$ cat src/core/sync_gen_defines.svh
`ifndef SYNC_GEN_DEFINES_SVH
`define SYNC_GEN_DEFINES_SVH

// register indices; byte address is four times the index
`define IDX_ACT_STATUS 6'h01
`define IDX_POL_STATUS 6'h02
`define IDX_GREEN_CFG 6'h04
`define IDX_INPUT_CFG 6'h05
`define IDX_PPL_A 6'h0E
`define IDX_PPL_B 6'h0F
`define IDX_PHASE 6'h10
`define IDX_POWER 6'h1B

// reset values
`define RST_GREEN_CFG 8'h00
`define RST_INPUT_CFG 8'h00
`define RST_PPL_A 8'h32
`define RST_PPL_B 8'h00
`define RST_PHASE 8'h00
`define RST_POWER 8'h00

// field positions
`define INCFG_CHAN_BIT 0
`define INCFG_SRC_LSB 3
`define INCFG_SRC_MSB 4
`define GREEN_LPF_BIT 4
`define POWER_DOWN_BIT 0
`define PHASE_MSB 5

// status register bit positions
`define ST_TRILEVEL_BIT 6
`define ST_COMPOSITE_BIT 7

// detector run lengths; pixel index that updates the aligned frame sync
`define SYNC_RUN 2
`define GREEN_RUN 64
`define TRI_RUN 1
`define FRAME_PIXEL 12'd7

// timing
`define REF_CLK_PERIOD_NS 100
`define GLITCH_HOLD_NS 100
`define GLITCH_HOLD_CYC ((`GLITCH_HOLD_NS + `REF_CLK_PERIOD_NS - 1) / `REF_CLK_PERIOD_NS)
`define ACT_TIMEOUT_MS 25
`define ACT_TIMEOUT_CYC (`ACT_TIMEOUT_MS * 1000000 / `REF_CLK_PERIOD_NS)

`endif

$ cat src/core/sync_gen_pkg.sv
package sync_gen_pkg;
	typedef enum logic [1:0] {
		SRC_SEPARATE,
		SRC_COMPOSITE_HSYNC,
		SRC_COMPOSITE_GREEN,
		SRC_RESERVED
	} line_src_e;
	typedef logic [19:0] cyc_t;
	typedef logic [15:0] period_t;
	typedef logic [11:0] ppl_t;
endpackage

$ cat src/core/sync_glitch_filter.sv
`timescale 1ns/1ps
`default_nettype none
module sync_glitch_filter #(
	parameter int HOLD = 1
) (
	input wire logic clk,
	input wire logic rst,
	input wire logic raw,
	output logic clean
);
	logic [3:0] hold_r;

	// after an accepted edge the input is not looked at for HOLD cycles
	always_ff @(posedge clk or posedge rst) begin
		if (rst) begin
			clean <= 1'b0;
			hold_r <= 4'h0;
		end else if (hold_r != 4'h0) begin
			hold_r <= hold_r - 4'h1;
		end else if (raw != clean) begin
			clean <= raw;
			hold_r <= 4'(HOLD);
		end
	end
endmodule
`default_nettype wire

$ cat src/core/sync_activity_detect.sv
`timescale 1ns/1ps
`default_nettype none
module sync_activity_detect #(
	parameter int RUN = 2,
	parameter int TIMEOUT = 250000
) (
	input wire logic clk,
	input wire logic rst,
	input wire logic level,
	output logic active,
	output logic pol_high
);
	sync_gen_pkg::cyc_t per_r;
	sync_gen_pkg::cyc_t high_r;
	sync_gen_pkg::cyc_t last_per_r;
	sync_gen_pkg::cyc_t last_high_r;
	logic level_d;
	logic rise;
	logic match;
	logic timed_out;
	logic [6:0] run_r;
	logic [6:0] run_nxt;

	assign rise = level & ~level_d;
	// one cycle of slack: edges land on a 100 ns grid
	assign match = ({1'b0, per_r} <= {1'b0, last_per_r} + 21'd1) &&
		({1'b0, last_per_r} <= {1'b0, per_r} + 21'd1) &&
		({1'b0, high_r} <= {1'b0, last_high_r} + 21'd1) &&
		({1'b0, last_high_r} <= {1'b0, high_r} + 21'd1);
	assign timed_out = per_r >= sync_gen_pkg::cyc_t'(TIMEOUT);

	// period and high time since the last rising edge, saturating
	always_ff @(posedge clk or posedge rst) begin
		if (rst) begin
			level_d <= 1'b0;
			per_r <= '0;
			high_r <= '0;
		end else begin
			level_d <= level;
			if (rise) begin
				per_r <= 20'd1;
				high_r <= 20'd1;
			end else begin
				if (per_r != '1)
					per_r <= per_r + 20'd1;
				if (level && high_r != '1)
					high_r <= high_r + 20'd1;
			end
		end
	end

	// run of consecutive pulses with equal period and duty; an edge wins
	// over a timeout in the same cycle
	always_comb begin
		run_nxt = run_r;
		if (rise) begin
			if (!match)
				run_nxt = 7'd1;
			else if (run_r != 7'h7F)
				run_nxt = run_r + 7'd1;
		end else if (timed_out) begin
			run_nxt = 7'd0;
		end
	end

	always_ff @(posedge clk or posedge rst) begin
		if (rst) begin
			run_r <= 7'd0;
			active <= 1'b0;
			last_per_r <= '0;
			last_high_r <= '0;
			pol_high <= 1'b0;
		end else begin
			run_r <= run_nxt;
			active <= run_nxt >= 7'(RUN);
			if (rise) begin
				last_per_r <= per_r;
				last_high_r <= high_r;
			end
			// short high part means active high; only a steady pulse
			// updates it, so a broad vertical pulse cannot flip it
			if (rise && match)
				pol_high <= ({high_r, 1'b0} < {1'b0, per_r});
		end
	end
endmodule
`default_nettype wire

$ cat src/core/video_sync_detect_clockgen.sv
// Local design decision: the APB interface to the registers.
`timescale 1ns/1ps
`default_nettype none
`include "sync_gen_defines.svh"
module video_sync_detect_clockgen #(
	parameter int ACT_TIMEOUT = `ACT_TIMEOUT_CYC
) (
	input wire logic REF_CLK,
	input wire logic RST,
	input wire logic PSEL,
	input wire logic PENABLE,
	input wire logic PWRITE,
	input wire logic [7:0] PADDR,
	input wire logic [31:0] PWDATA,
	output logic [31:0] PRDATA,
	output logic PREADY,
	output logic PSLVERR,
	input wire logic [1:0] HSYNC_IN,
	input wire logic [1:0] VSYNC_IN,
	input wire logic [1:0] GREEN_SYNC_INPUT,
	input wire logic [1:0] TRILEVEL_IN,
	output logic RAW_LINE_SYNC_OUT,
	output logic RAW_FRAME_SYNC_OUT,
	output logic OUTPUT_DATA_CLOCK_EN,
	output logic SAMPLE_PHASE_STROBE,
	output logic ALIGNED_LINE_SYNC_OUTPUT,
	output logic ALIGNED_FRAME_SYNC_OUTPUT,
	output logic [7:0] GREEN_SLICER_CFG,
	output logic POWERED_DOWN
);
	logic [7:0] green_cfg_r;
	logic [7:0] input_cfg_r;
	logic [7:0] ppl_a_r;
	logic [7:0] ppl_b_r;
	logic [7:0] phase_r;
	logic [7:0] power_r;
	logic [31:0] prdata_r;
	logic [7:0] rd_val;
	logic idx_hit;
	logic [5:0] idx;
	logic setup_rd;
	logic access_wr;

	logic [1:0] hs_clean;
	logic [1:0] green_d_r;
	logic [1:0] green_f_r;
	logic [7:0] det_in;
	logic [7:0] det_act;
	logic [7:0] det_pol;
	logic [7:0] act_status;
	logic [7:0] pol_status;

	sync_gen_pkg::line_src_e src;
	logic ch;
	logic composite_src;
	logic line_lvl;
	logic line_pol;
	logic line_act;
	logic line_act_d_r;
	logic line_start;
	logic frame_act;
	sync_gen_pkg::period_t lp_cnt_r;
	sync_gen_pkg::period_t line_period_r;
	sync_gen_pkg::period_t act_len_r;
	logic vsep_r;
	logic vsep_d_r;
	logic vsep_rise;
	logic vsep_armed_r;
	logic composite_r;
	sync_gen_pkg::cyc_t vsep_gap_r;

	sync_gen_pkg::ppl_t ppl;
	logic pd;
	logic nco_run;
	sync_gen_pkg::period_t acc_r;
	logic [16:0] acc_sum;
	logic [21:0] phase_prod;
	sync_gen_pkg::period_t phase_off;
	sync_gen_pkg::ppl_t pix_cnt_r;
	sync_gen_pkg::ppl_t pix_nxt;
	logic pix_tick;
	logic sampled_r;
	logic tick_r;
	logic sample_r;
	logic aligned_ls_r;
	logic aligned_fs_r;

	// APB decode: aligned words only, zero wait states
	assign idx = PADDR[7:2];
	assign idx_hit = (PADDR[1:0] == 2'b00) &&
		(idx == `IDX_ACT_STATUS || idx == `IDX_POL_STATUS ||
		idx == `IDX_GREEN_CFG || idx == `IDX_INPUT_CFG ||
		idx == `IDX_PPL_A || idx == `IDX_PPL_B ||
		idx == `IDX_PHASE || idx == `IDX_POWER);
	assign setup_rd = PSEL && !PENABLE && !PWRITE;
	assign access_wr = PSEL && PENABLE && PWRITE && idx_hit;
	assign PREADY = 1'b1;
	assign PSLVERR = PSEL && PENABLE && !idx_hit;
	assign PRDATA = prdata_r;

	always_comb begin
		rd_val = 8'h00;
		if (PADDR[1:0] == 2'b00) begin
			unique case (idx)
				`IDX_ACT_STATUS: rd_val = act_status;
				`IDX_POL_STATUS: rd_val = pol_status;
				`IDX_GREEN_CFG: rd_val = green_cfg_r;
				`IDX_INPUT_CFG: rd_val = input_cfg_r;
				`IDX_PPL_A: rd_val = ppl_a_r;
				`IDX_PPL_B: rd_val = ppl_b_r;
				`IDX_PHASE: rd_val = phase_r;
				`IDX_POWER: rd_val = power_r;
				default: rd_val = 8'h00;
			endcase
		end
	end

	// read data is captured in the setup cycle so it comes from a flop
	always_ff @(posedge REF_CLK or posedge RST) begin
		if (RST)
			prdata_r <= 32'h0000_0000;
		else if (setup_rd)
			prdata_r <= {24'h00_0000, rd_val};
	end

	// writable registers; status indices have no write path at all
	always_ff @(posedge REF_CLK or posedge RST) begin
		if (RST) begin
			green_cfg_r <= `RST_GREEN_CFG;
			input_cfg_r <= `RST_INPUT_CFG;
			ppl_a_r <= `RST_PPL_A;
			ppl_b_r <= `RST_PPL_B;
			phase_r <= `RST_PHASE;
			power_r <= `RST_POWER;
		end else if (access_wr) begin
			unique case (idx)
				`IDX_GREEN_CFG: green_cfg_r <= PWDATA[7:0];
				`IDX_INPUT_CFG: input_cfg_r <= PWDATA[7:0];
				`IDX_PPL_A: ppl_a_r <= PWDATA[7:0];
				`IDX_PPL_B: ppl_b_r <= PWDATA[7:0];
				`IDX_PHASE: phase_r <= PWDATA[7:0];
				`IDX_POWER: power_r <= PWDATA[7:0];
				default: ;
			endcase
		end
	end

	assign GREEN_SLICER_CFG = green_cfg_r;
	assign pd = power_r[`POWER_DOWN_BIT];
	assign POWERED_DOWN = pd;
	assign ppl = {ppl_a_r, ppl_b_r[7:4]};

	// glitch filter on each HSYNC_IN line sync input; green has its own low-pass
	genvar g;
	generate
		for (g = 0; g < 2; g++) begin : gen_hs
			sync_glitch_filter #(
				.HOLD(`GLITCH_HOLD_CYC)
			) u_filt (
				.clk(REF_CLK),
				.rst(RST),
				.raw(HSYNC_IN[g]),
				.clean(hs_clean[g])
			);
		end
	endgenerate

	// green low-pass: a level must stand two samples before it counts,
	// which rejects single-sample spikes from video peaking
	always_ff @(posedge REF_CLK or posedge RST) begin
		if (RST) begin
			green_d_r <= 2'b00;
			green_f_r <= 2'b00;
		end else begin
			green_d_r <= GREEN_SYNC_INPUT;
			for (int i = 0; i < 2; i++) begin
				if (!green_cfg_r[`GREEN_LPF_BIT] ||
					GREEN_SYNC_INPUT[i] == green_d_r[i])
					green_f_r[i] <= GREEN_SYNC_INPUT[i];
			end
		end
	end

	// eight detectors; none is gated by power-down
	assign det_in = {TRILEVEL_IN, green_f_r, VSYNC_IN, hs_clean};
	generate
		for (g = 0; g < 8; g++) begin : gen_det
			localparam int RUN = (g < 4) ? `SYNC_RUN :
				(g < 6) ? `GREEN_RUN : `TRI_RUN;
			sync_activity_detect #(
				.RUN(RUN),
				.TIMEOUT(ACT_TIMEOUT)
			) u_det (
				.clk(REF_CLK),
				.rst(RST),
				.level(det_in[g]),
				.active(det_act[g]),
				.pol_high(det_pol[g])
			);
		end
	endgenerate

	assign ch = input_cfg_r[`INCFG_CHAN_BIT];
	assign src = sync_gen_pkg::line_src_e'(
		input_cfg_r[`INCFG_SRC_MSB:`INCFG_SRC_LSB]);
	assign composite_src = (src == sync_gen_pkg::SRC_COMPOSITE_HSYNC) ||
		(src == sync_gen_pkg::SRC_COMPOSITE_GREEN);
	assign act_status = {composite_r, det_act[6 + 32'(ch)], det_act[5:0]};
	assign pol_status = {2'b00, det_pol[5:0]};

	// raw outputs: muxes of the pins, except the composite frame sync, which comes from the vsep_r flop
	always_comb begin
		if (src == sync_gen_pkg::SRC_COMPOSITE_GREEN)
			RAW_LINE_SYNC_OUT = GREEN_SYNC_INPUT[ch];
		else
			RAW_LINE_SYNC_OUT = HSYNC_IN[ch];
		if (composite_src)
			RAW_FRAME_SYNC_OUT = vsep_r;
		else
			RAW_FRAME_SYNC_OUT = VSYNC_IN[ch];
	end

	// selected line sync, turned to an active-high pulse
	always_comb begin
		if (src == sync_gen_pkg::SRC_COMPOSITE_GREEN) begin
			line_lvl = green_f_r[ch];
			line_pol = 1'b0; // green sync tips are always low
		end else begin
			line_lvl = hs_clean[ch];
			line_pol = det_pol[32'(ch)];
		end
		line_act = line_pol ? line_lvl : ~line_lvl;
		if (composite_src)
			frame_act = vsep_r;
		else
			frame_act = det_pol[2 + 32'(ch)] ? VSYNC_IN[ch] : ~VSYNC_IN[ch];
	end
	assign line_start = line_act && !line_act_d_r;
	assign vsep_rise = vsep_r && !vsep_d_r;

	// line period and composite separator; active in power-down
	always_ff @(posedge REF_CLK or posedge RST) begin
		if (RST) begin
			line_act_d_r <= 1'b0;
			lp_cnt_r <= '0;
			line_period_r <= '0;
			act_len_r <= '0;
			vsep_r <= 1'b0;
			vsep_d_r <= 1'b0;
		end else begin
			line_act_d_r <= line_act;
			vsep_d_r <= vsep_r;
			if (line_start) begin
				lp_cnt_r <= 16'd1;
				// broad pulses would corrupt the period, so hold it
				if (!vsep_r)
					line_period_r <= lp_cnt_r;
			end else if (lp_cnt_r != '1) begin
				lp_cnt_r <= lp_cnt_r + 16'd1;
			end
			if (line_act) begin
				if (act_len_r != '1)
					act_len_r <= act_len_r + 16'd1;
				// active past half a line: a broad vertical pulse
				if ({act_len_r, 1'b0} >= {1'b0, line_period_r} &&
					line_period_r != '0)
					vsep_r <= 1'b1;
			end else begin
				if (line_act_d_r && {act_len_r, 1'b0} <
					{1'b0, line_period_r})
					vsep_r <= 1'b0;
				act_len_r <= '0;
			end
		end
	end

	// composite present: two vertical pulses within the timeout;
	// a new vertical pulse wins over the timeout in the same cycle
	always_ff @(posedge REF_CLK or posedge RST) begin
		if (RST) begin
			vsep_armed_r <= 1'b0;
			composite_r <= 1'b0;
			vsep_gap_r <= '0;
		end else if (!composite_src) begin
			vsep_armed_r <= 1'b0;
			composite_r <= 1'b0;
			vsep_gap_r <= '0;
		end else if (vsep_rise) begin
			vsep_gap_r <= '0;
			vsep_armed_r <= 1'b1;
			if (vsep_armed_r)
				composite_r <= 1'b1;
		end else if (vsep_gap_r >= sync_gen_pkg::cyc_t'(ACT_TIMEOUT)) begin
			vsep_armed_r <= 1'b0;
			composite_r <= 1'b0;
		end else begin
			vsep_gap_r <= vsep_gap_r + 20'd1;
		end
	end

	// pixel NCO: adds the pixel count each cycle and wraps at the line
	// period, giving ppl ticks per line; limited to ppl below the period
	assign nco_run = !pd && ppl != '0 && line_period_r != '0;
	assign acc_sum = {1'b0, acc_r} + {5'h00, ppl};
	assign pix_tick = nco_run && (line_start ||
		acc_sum >= {1'b0, line_period_r});
	assign pix_nxt = (line_start || pix_cnt_r + 12'd1 >= ppl) ?
		12'd0 : pix_cnt_r + 12'd1;
	assign phase_prod = line_period_r * phase_r[`PHASE_MSB:0];
	assign phase_off = phase_prod[21:6];

	always_ff @(posedge REF_CLK or posedge RST) begin
		if (RST) begin
			acc_r <= '0;
			pix_cnt_r <= '0;
			sampled_r <= 1'b0;
			sample_r <= 1'b0;
			tick_r <= 1'b0;
		end else if (!nco_run) begin
			acc_r <= '0;
			pix_cnt_r <= '0;
			sampled_r <= 1'b0;
			sample_r <= 1'b0;
			tick_r <= 1'b0;
		end else begin
			tick_r <= pix_tick;
			if (line_start)
				acc_r <= '0;
			else if (pix_tick)
				acc_r <= 16'(acc_sum - {1'b0, line_period_r});
			else
				acc_r <= acc_sum[15:0];
			if (pix_tick)
				pix_cnt_r <= pix_nxt;
			// at most one strobe per pixel, phase/64 of the way through it
			sample_r <= !pix_tick && !sampled_r && acc_r >= phase_off;
			if (pix_tick)
				sampled_r <= 1'b0;
			else if (acc_r >= phase_off)
				sampled_r <= 1'b1;
		end
	end

	// aligned outputs change only on pixel ticks, and clear while the NCO is stopped
	always_ff @(posedge REF_CLK or posedge RST) begin
		if (RST) begin
			aligned_ls_r <= 1'b0;
			aligned_fs_r <= 1'b0;
		end else if (!nco_run) begin
			aligned_ls_r <= 1'b0;
			aligned_fs_r <= 1'b0;
		end else if (pix_tick) begin
			aligned_ls_r <= pix_nxt == 12'd0;
			if (pix_nxt == `FRAME_PIXEL)
				aligned_fs_r <= frame_act;
		end
	end

	assign OUTPUT_DATA_CLOCK_EN = tick_r;
	assign SAMPLE_PHASE_STROBE = sample_r;
	assign ALIGNED_LINE_SYNC_OUTPUT = aligned_ls_r;
	assign ALIGNED_FRAME_SYNC_OUTPUT = aligned_fs_r;
endmodule
`default_nettype wire

$ cat config.mk
export PLATFORM = sky130hd
export DESIGN_NAME = video_sync_detect_clockgen
export DESIGN_NICKNAME = d
export VERILOG_FILES = /design/src/core/sync_gen_pkg.sv /design/src/core/sync_glitch_filter.sv /design/src/core/sync_activity_detect.sv /design/src/core/video_sync_detect_clockgen.sv
export VERILOG_INCLUDE_DIRS = /design/src /design/src/core
export SDC_FILE = /design/constraint.sdc
export NUM_CORES = 2
export LEC_CHECK = 0
export ABC_AREA = 1
export BUFFER_PORTS_ARGS = -buffer_cell sky130_fd_sc_hd__buf_2
export CELL_PAD_IN_SITES_DETAIL_PLACEMENT = 1
export CELL_PAD_IN_SITES_GLOBAL_PLACEMENT = 1
export CORE_ASPECT_RATIO = 0.7
export CORE_UTILIZATION = 44
export DETAILED_ROUTE_END_ITERATION = 10
export MAX_ROUTING_LAYER = met4
export PLACE_DENSITY_LB_ADDON = 0.05
export SLEW_MARGIN = 20
export SYNTH_ARGS = -nofsm -noshare
export SYNTH_HDL_FRONTEND = slang
export SYNTH_SLANG_ARGS = --single-unit
$ cat constraint.sdc
create_clock -name REF_CLK -period 28.3 [get_ports REF_CLK]
set_input_delay 5.66 -clock REF_CLK [delete_from_list [all_inputs] [get_ports REF_CLK]]
set_output_delay 5.66 -clock REF_CLK [all_outputs]
set_load 0.02 [all_outputs]
==> results.cfg <==
[status]
run_status = complete, no violations

[global_routing]
antenna_found_initial = 4
overflow = 0
grt_pass1_wl_um = 348000
first_global_vias = 64600
grt_max_degree = 151
grt_usage = 0.270

[logic_synthesis]
synth_fa_ha_area_frac = 0.175
synth-warning-count = 0
async_flop_share = 1.00
synth_ff_type = dfrtp_1
synth_edf_count = 0
synth_xor_area_frac = 0.0713
synth_cell_types = 76
synth_top_family_by_area = simple AND/OR/NAND/NOR gates
seq_area_frac_synth = 0.318
synthMuxAreaShare = 0.000606
synthesis.area_um2 = 70200
synthSimpleGateAreaFrac = 0.226
synth_cells = 9180
ys_ff_latch = 892
synth_compound_area_frac = 0.127
syn_avg_cell_area_um2 = 7.64

[clock_tree]
cts_tree = done
cts_setup_buffers = 0
cts_buffers = 105
cts_resized = 0
insertion_delay_ns = 0.75
holdBufCountCts = 0
max-clock-path-buffers = 3
cts.sinks = 892
clk_pin_slew_ns = 0.07
htree_num_levels = 3
root_buffer = clkbuf_16

[critical_path]
crit_required_ns = 22.64
end_kind = output pin
crit_family = simple AND/OR/NAND/NOR gates
cpMaxStageDelayCell = nor2_2
cp.buffers_inverters = 3
r2r_setup_slack_ns = 22.27
path_cells = buf_2 > nor2_2 > nand3_1 > nand3_1 > nor2_1 > nand4_1 > nand3_2 > inv_1 > nor2_1 > buf_2
path_max_fanout = 10
cp.arrival_ns = 7.35
max_stage_delay_ns = 0.39
crit_path_start_kind = input port
path_class = input port to output pin

[timing]
hold_viol = 0
rsz0062_at_grt = no
tightest_slew_ns = 1.15
period_share = 0.460
setup_viol = 0
fin_worst_skew_ns = 0.0240
tns_ns = 0
fin_crit_ns = 13.01
maxSlewHeadroom = 0.225
drv_slew = 0
max_freq_mhz = 76.9
hold_slack_ns = 0.415
worst_slack_ns = 15.29

[floorplanning]
die_h_um = 336
rows = 122
dieArea_um2 = 161000
core_area_um2 = 158000
io_pins = 102
start_util = 0.444
dieWidth_um = 479

[drt]
wirelength_um = 211000
wl_per_cell_um = 18.5
ant_nets = 0
vias = 62200
vias_per_cell = 5.45
drtIter0Drc = 3385
drt_first_pass_iters = 7
drc_errors = 0

[place]
routabilityCongestion = 0.880
port_buffers = 52
dp_slack_ns = 15.32
dp_hpwl_um = 163000
dp_cells = 11200

[worst_hold_path]
hp-class = register to register

[layout]
synthToLayoutAreaGrowth_pct = 8.48
instances_no_fill = 11400
nets = 10200
drive_gt1_frac = 0.0389

[run]
max-cap-violations = 0

[pwr]
total_power_mw = 4.34
powerDensity_nw_per_um2 = 57.0
vdd_drop_max_v = 0.0000562
p_leak_nw = 37.0
==> metrics by stage <==
| step | cell area, um2 | utilization |
|---|---|---|
| global route | 76100 | 0.481 |
| global placement | 72600 | 0.459 |
| CTS | 76100 | 0.481 |
| detailed placement | 72600 | 0.459 |
| floorplan | 70300 | - |
| finish | 76100 | 0.481 |
==> power breakdown <==
part	switching [mW]	internal [mW]
logic	0.914	0.467
clock network	0.612	0.817
registers	0.153	1.37
==> registers in the layout, indices dropped and copies added, names as in the netlist, 20 cells and up <==
name,cells
vsep_gap_r,20
gen_det.u_det.high_r,160
gen_det.u_det.last_per_r,160
gen_det.u_det.last_high_r,160
gen_det.u_det.run_r,54
gen_det.u_det.per_r,160
==> final timing paths <==
check                           startpoint                              end  cells after the start
min in group asynchronous              RST       gen_det[3].u_det.high_r[4]                      2
worst max register to register  phase_r[3]              SAMPLE_PHASE_STROBE                     26
worst min-delay path                vsep_r                         vsep_d_r                      0
worst min register to register      vsep_r                         vsep_d_r                      0
max in group asynchronous              RST  gen_det[7].u_det.last_high_r[3]                      6
worst max-delay path              PADDR[4]                          PSLVERR                     10
==> placed cells by master (no fill, tap or decap), types with 10 or more instances in the layout <==
cell       synthesis  final
o211ai_1          10     10
nand2_1         1944   1942
clkinv_2           0     19
nor4_1            58     58
o221ai_1          11     11
nor2_1           610    604
buf_2             10     52
o31ai_1           14     14
o21a_1            17     17
o21ai_2           13     13
nand3b_1          25     25
a211oi_1          28     28
nor3_1           264    264
clkbuf_8           0     24
dfrtp_1          889    889
clkbuf_16          0    106
o21ai_0          760    760
a21oi_1          479    479
buf_4             25     27
fa_1              58     58
conb_1             2     25
clkbuf_1         143     28
inv_1           1283   1282
nand4_1          241    241
o21bai_1          19     19
nor3_2            19     19
xor2_1           473    473
a21o_1            13     13
nor2_2            14     14
clkinv_1          10     10
o22ai_1          164    164
a31oi_1           21     19
o21ai_1           40     40
nand3_1          401    401
ha_1             890    890
xnor2_1           98     98
nor2_4             7     13
==> area by class of cell <==
type | instances | area [um2]
multi-input combinational | 6818 | 42200
clock inverter | 37 | 429
antenna | 1 | 2.50
inverter | 1301 | 4890
fill | 19700 | 82000
clock buffer | 158 | 3090
sequential | 892 | 22300
tap | 2108 | 2640
timing repair buffer | 81 | 503
==> layer usage <==
metal	global-route usage	vias to the layer above	wire length (um)
met5	-	-	0
met4	0.0469	0	3190
met3	0.0276	215	6350
met2	0.401	745	89600
met1	0.400	30600	112000
li1	-	30600	-
==> Yosys cell counts (11+ instances only) <==
cell type / number / area (um2)
o221ai_1: 11 / 96.3
ha_1: 890 / 11100
o21a_1: 17 / 128
o21ai_0: 760 / 3800
nor3_1: 264 / 1320
inv_1: 1283 / 4820
xor2_1: 473 / 4140
nand3b_1: 25 / 188
xnor2_1: 98 / 858
a21o_1: 13 / 97.6
o22ai_1: 164 / 1030
nor2_2: 14 / 87.6
a21oi_1: 479 / 2400
o31ai_1: 14 / 105
nor4_1: 58 / 363
a31oi_1: 21 / 131
o21ai_1: 40 / 200
a211oi_1: 28 / 210
nor3_2: 19 / 190
fa_1: 58 / 1160
clkbuf_1: 143 / 537
nand4_1: 241 / 1510
dfrtp_1: 889 / 22200
nor2_1: 610 / 2290
nand3_1: 401 / 2010
nand2_1: 1944 / 7300
buf_4: 25 / 188
o21ai_2: 13 / 114
o21bai_1: 19 / 143
==> cells by family (layout without fill, tap and decap cells) <==
group / after synthesis / in the layout
simple gates: 3639 / 3639
compound gates: 1631 / 1631
buf+inv: 1493 / 1577
fa+ha+maj: 948 / 948
flops: 892 / 892
xor+xnor: 571 / 571
mux: 4 / 4
other cells: 2 / 26
(Power assumes the default switching activity.)
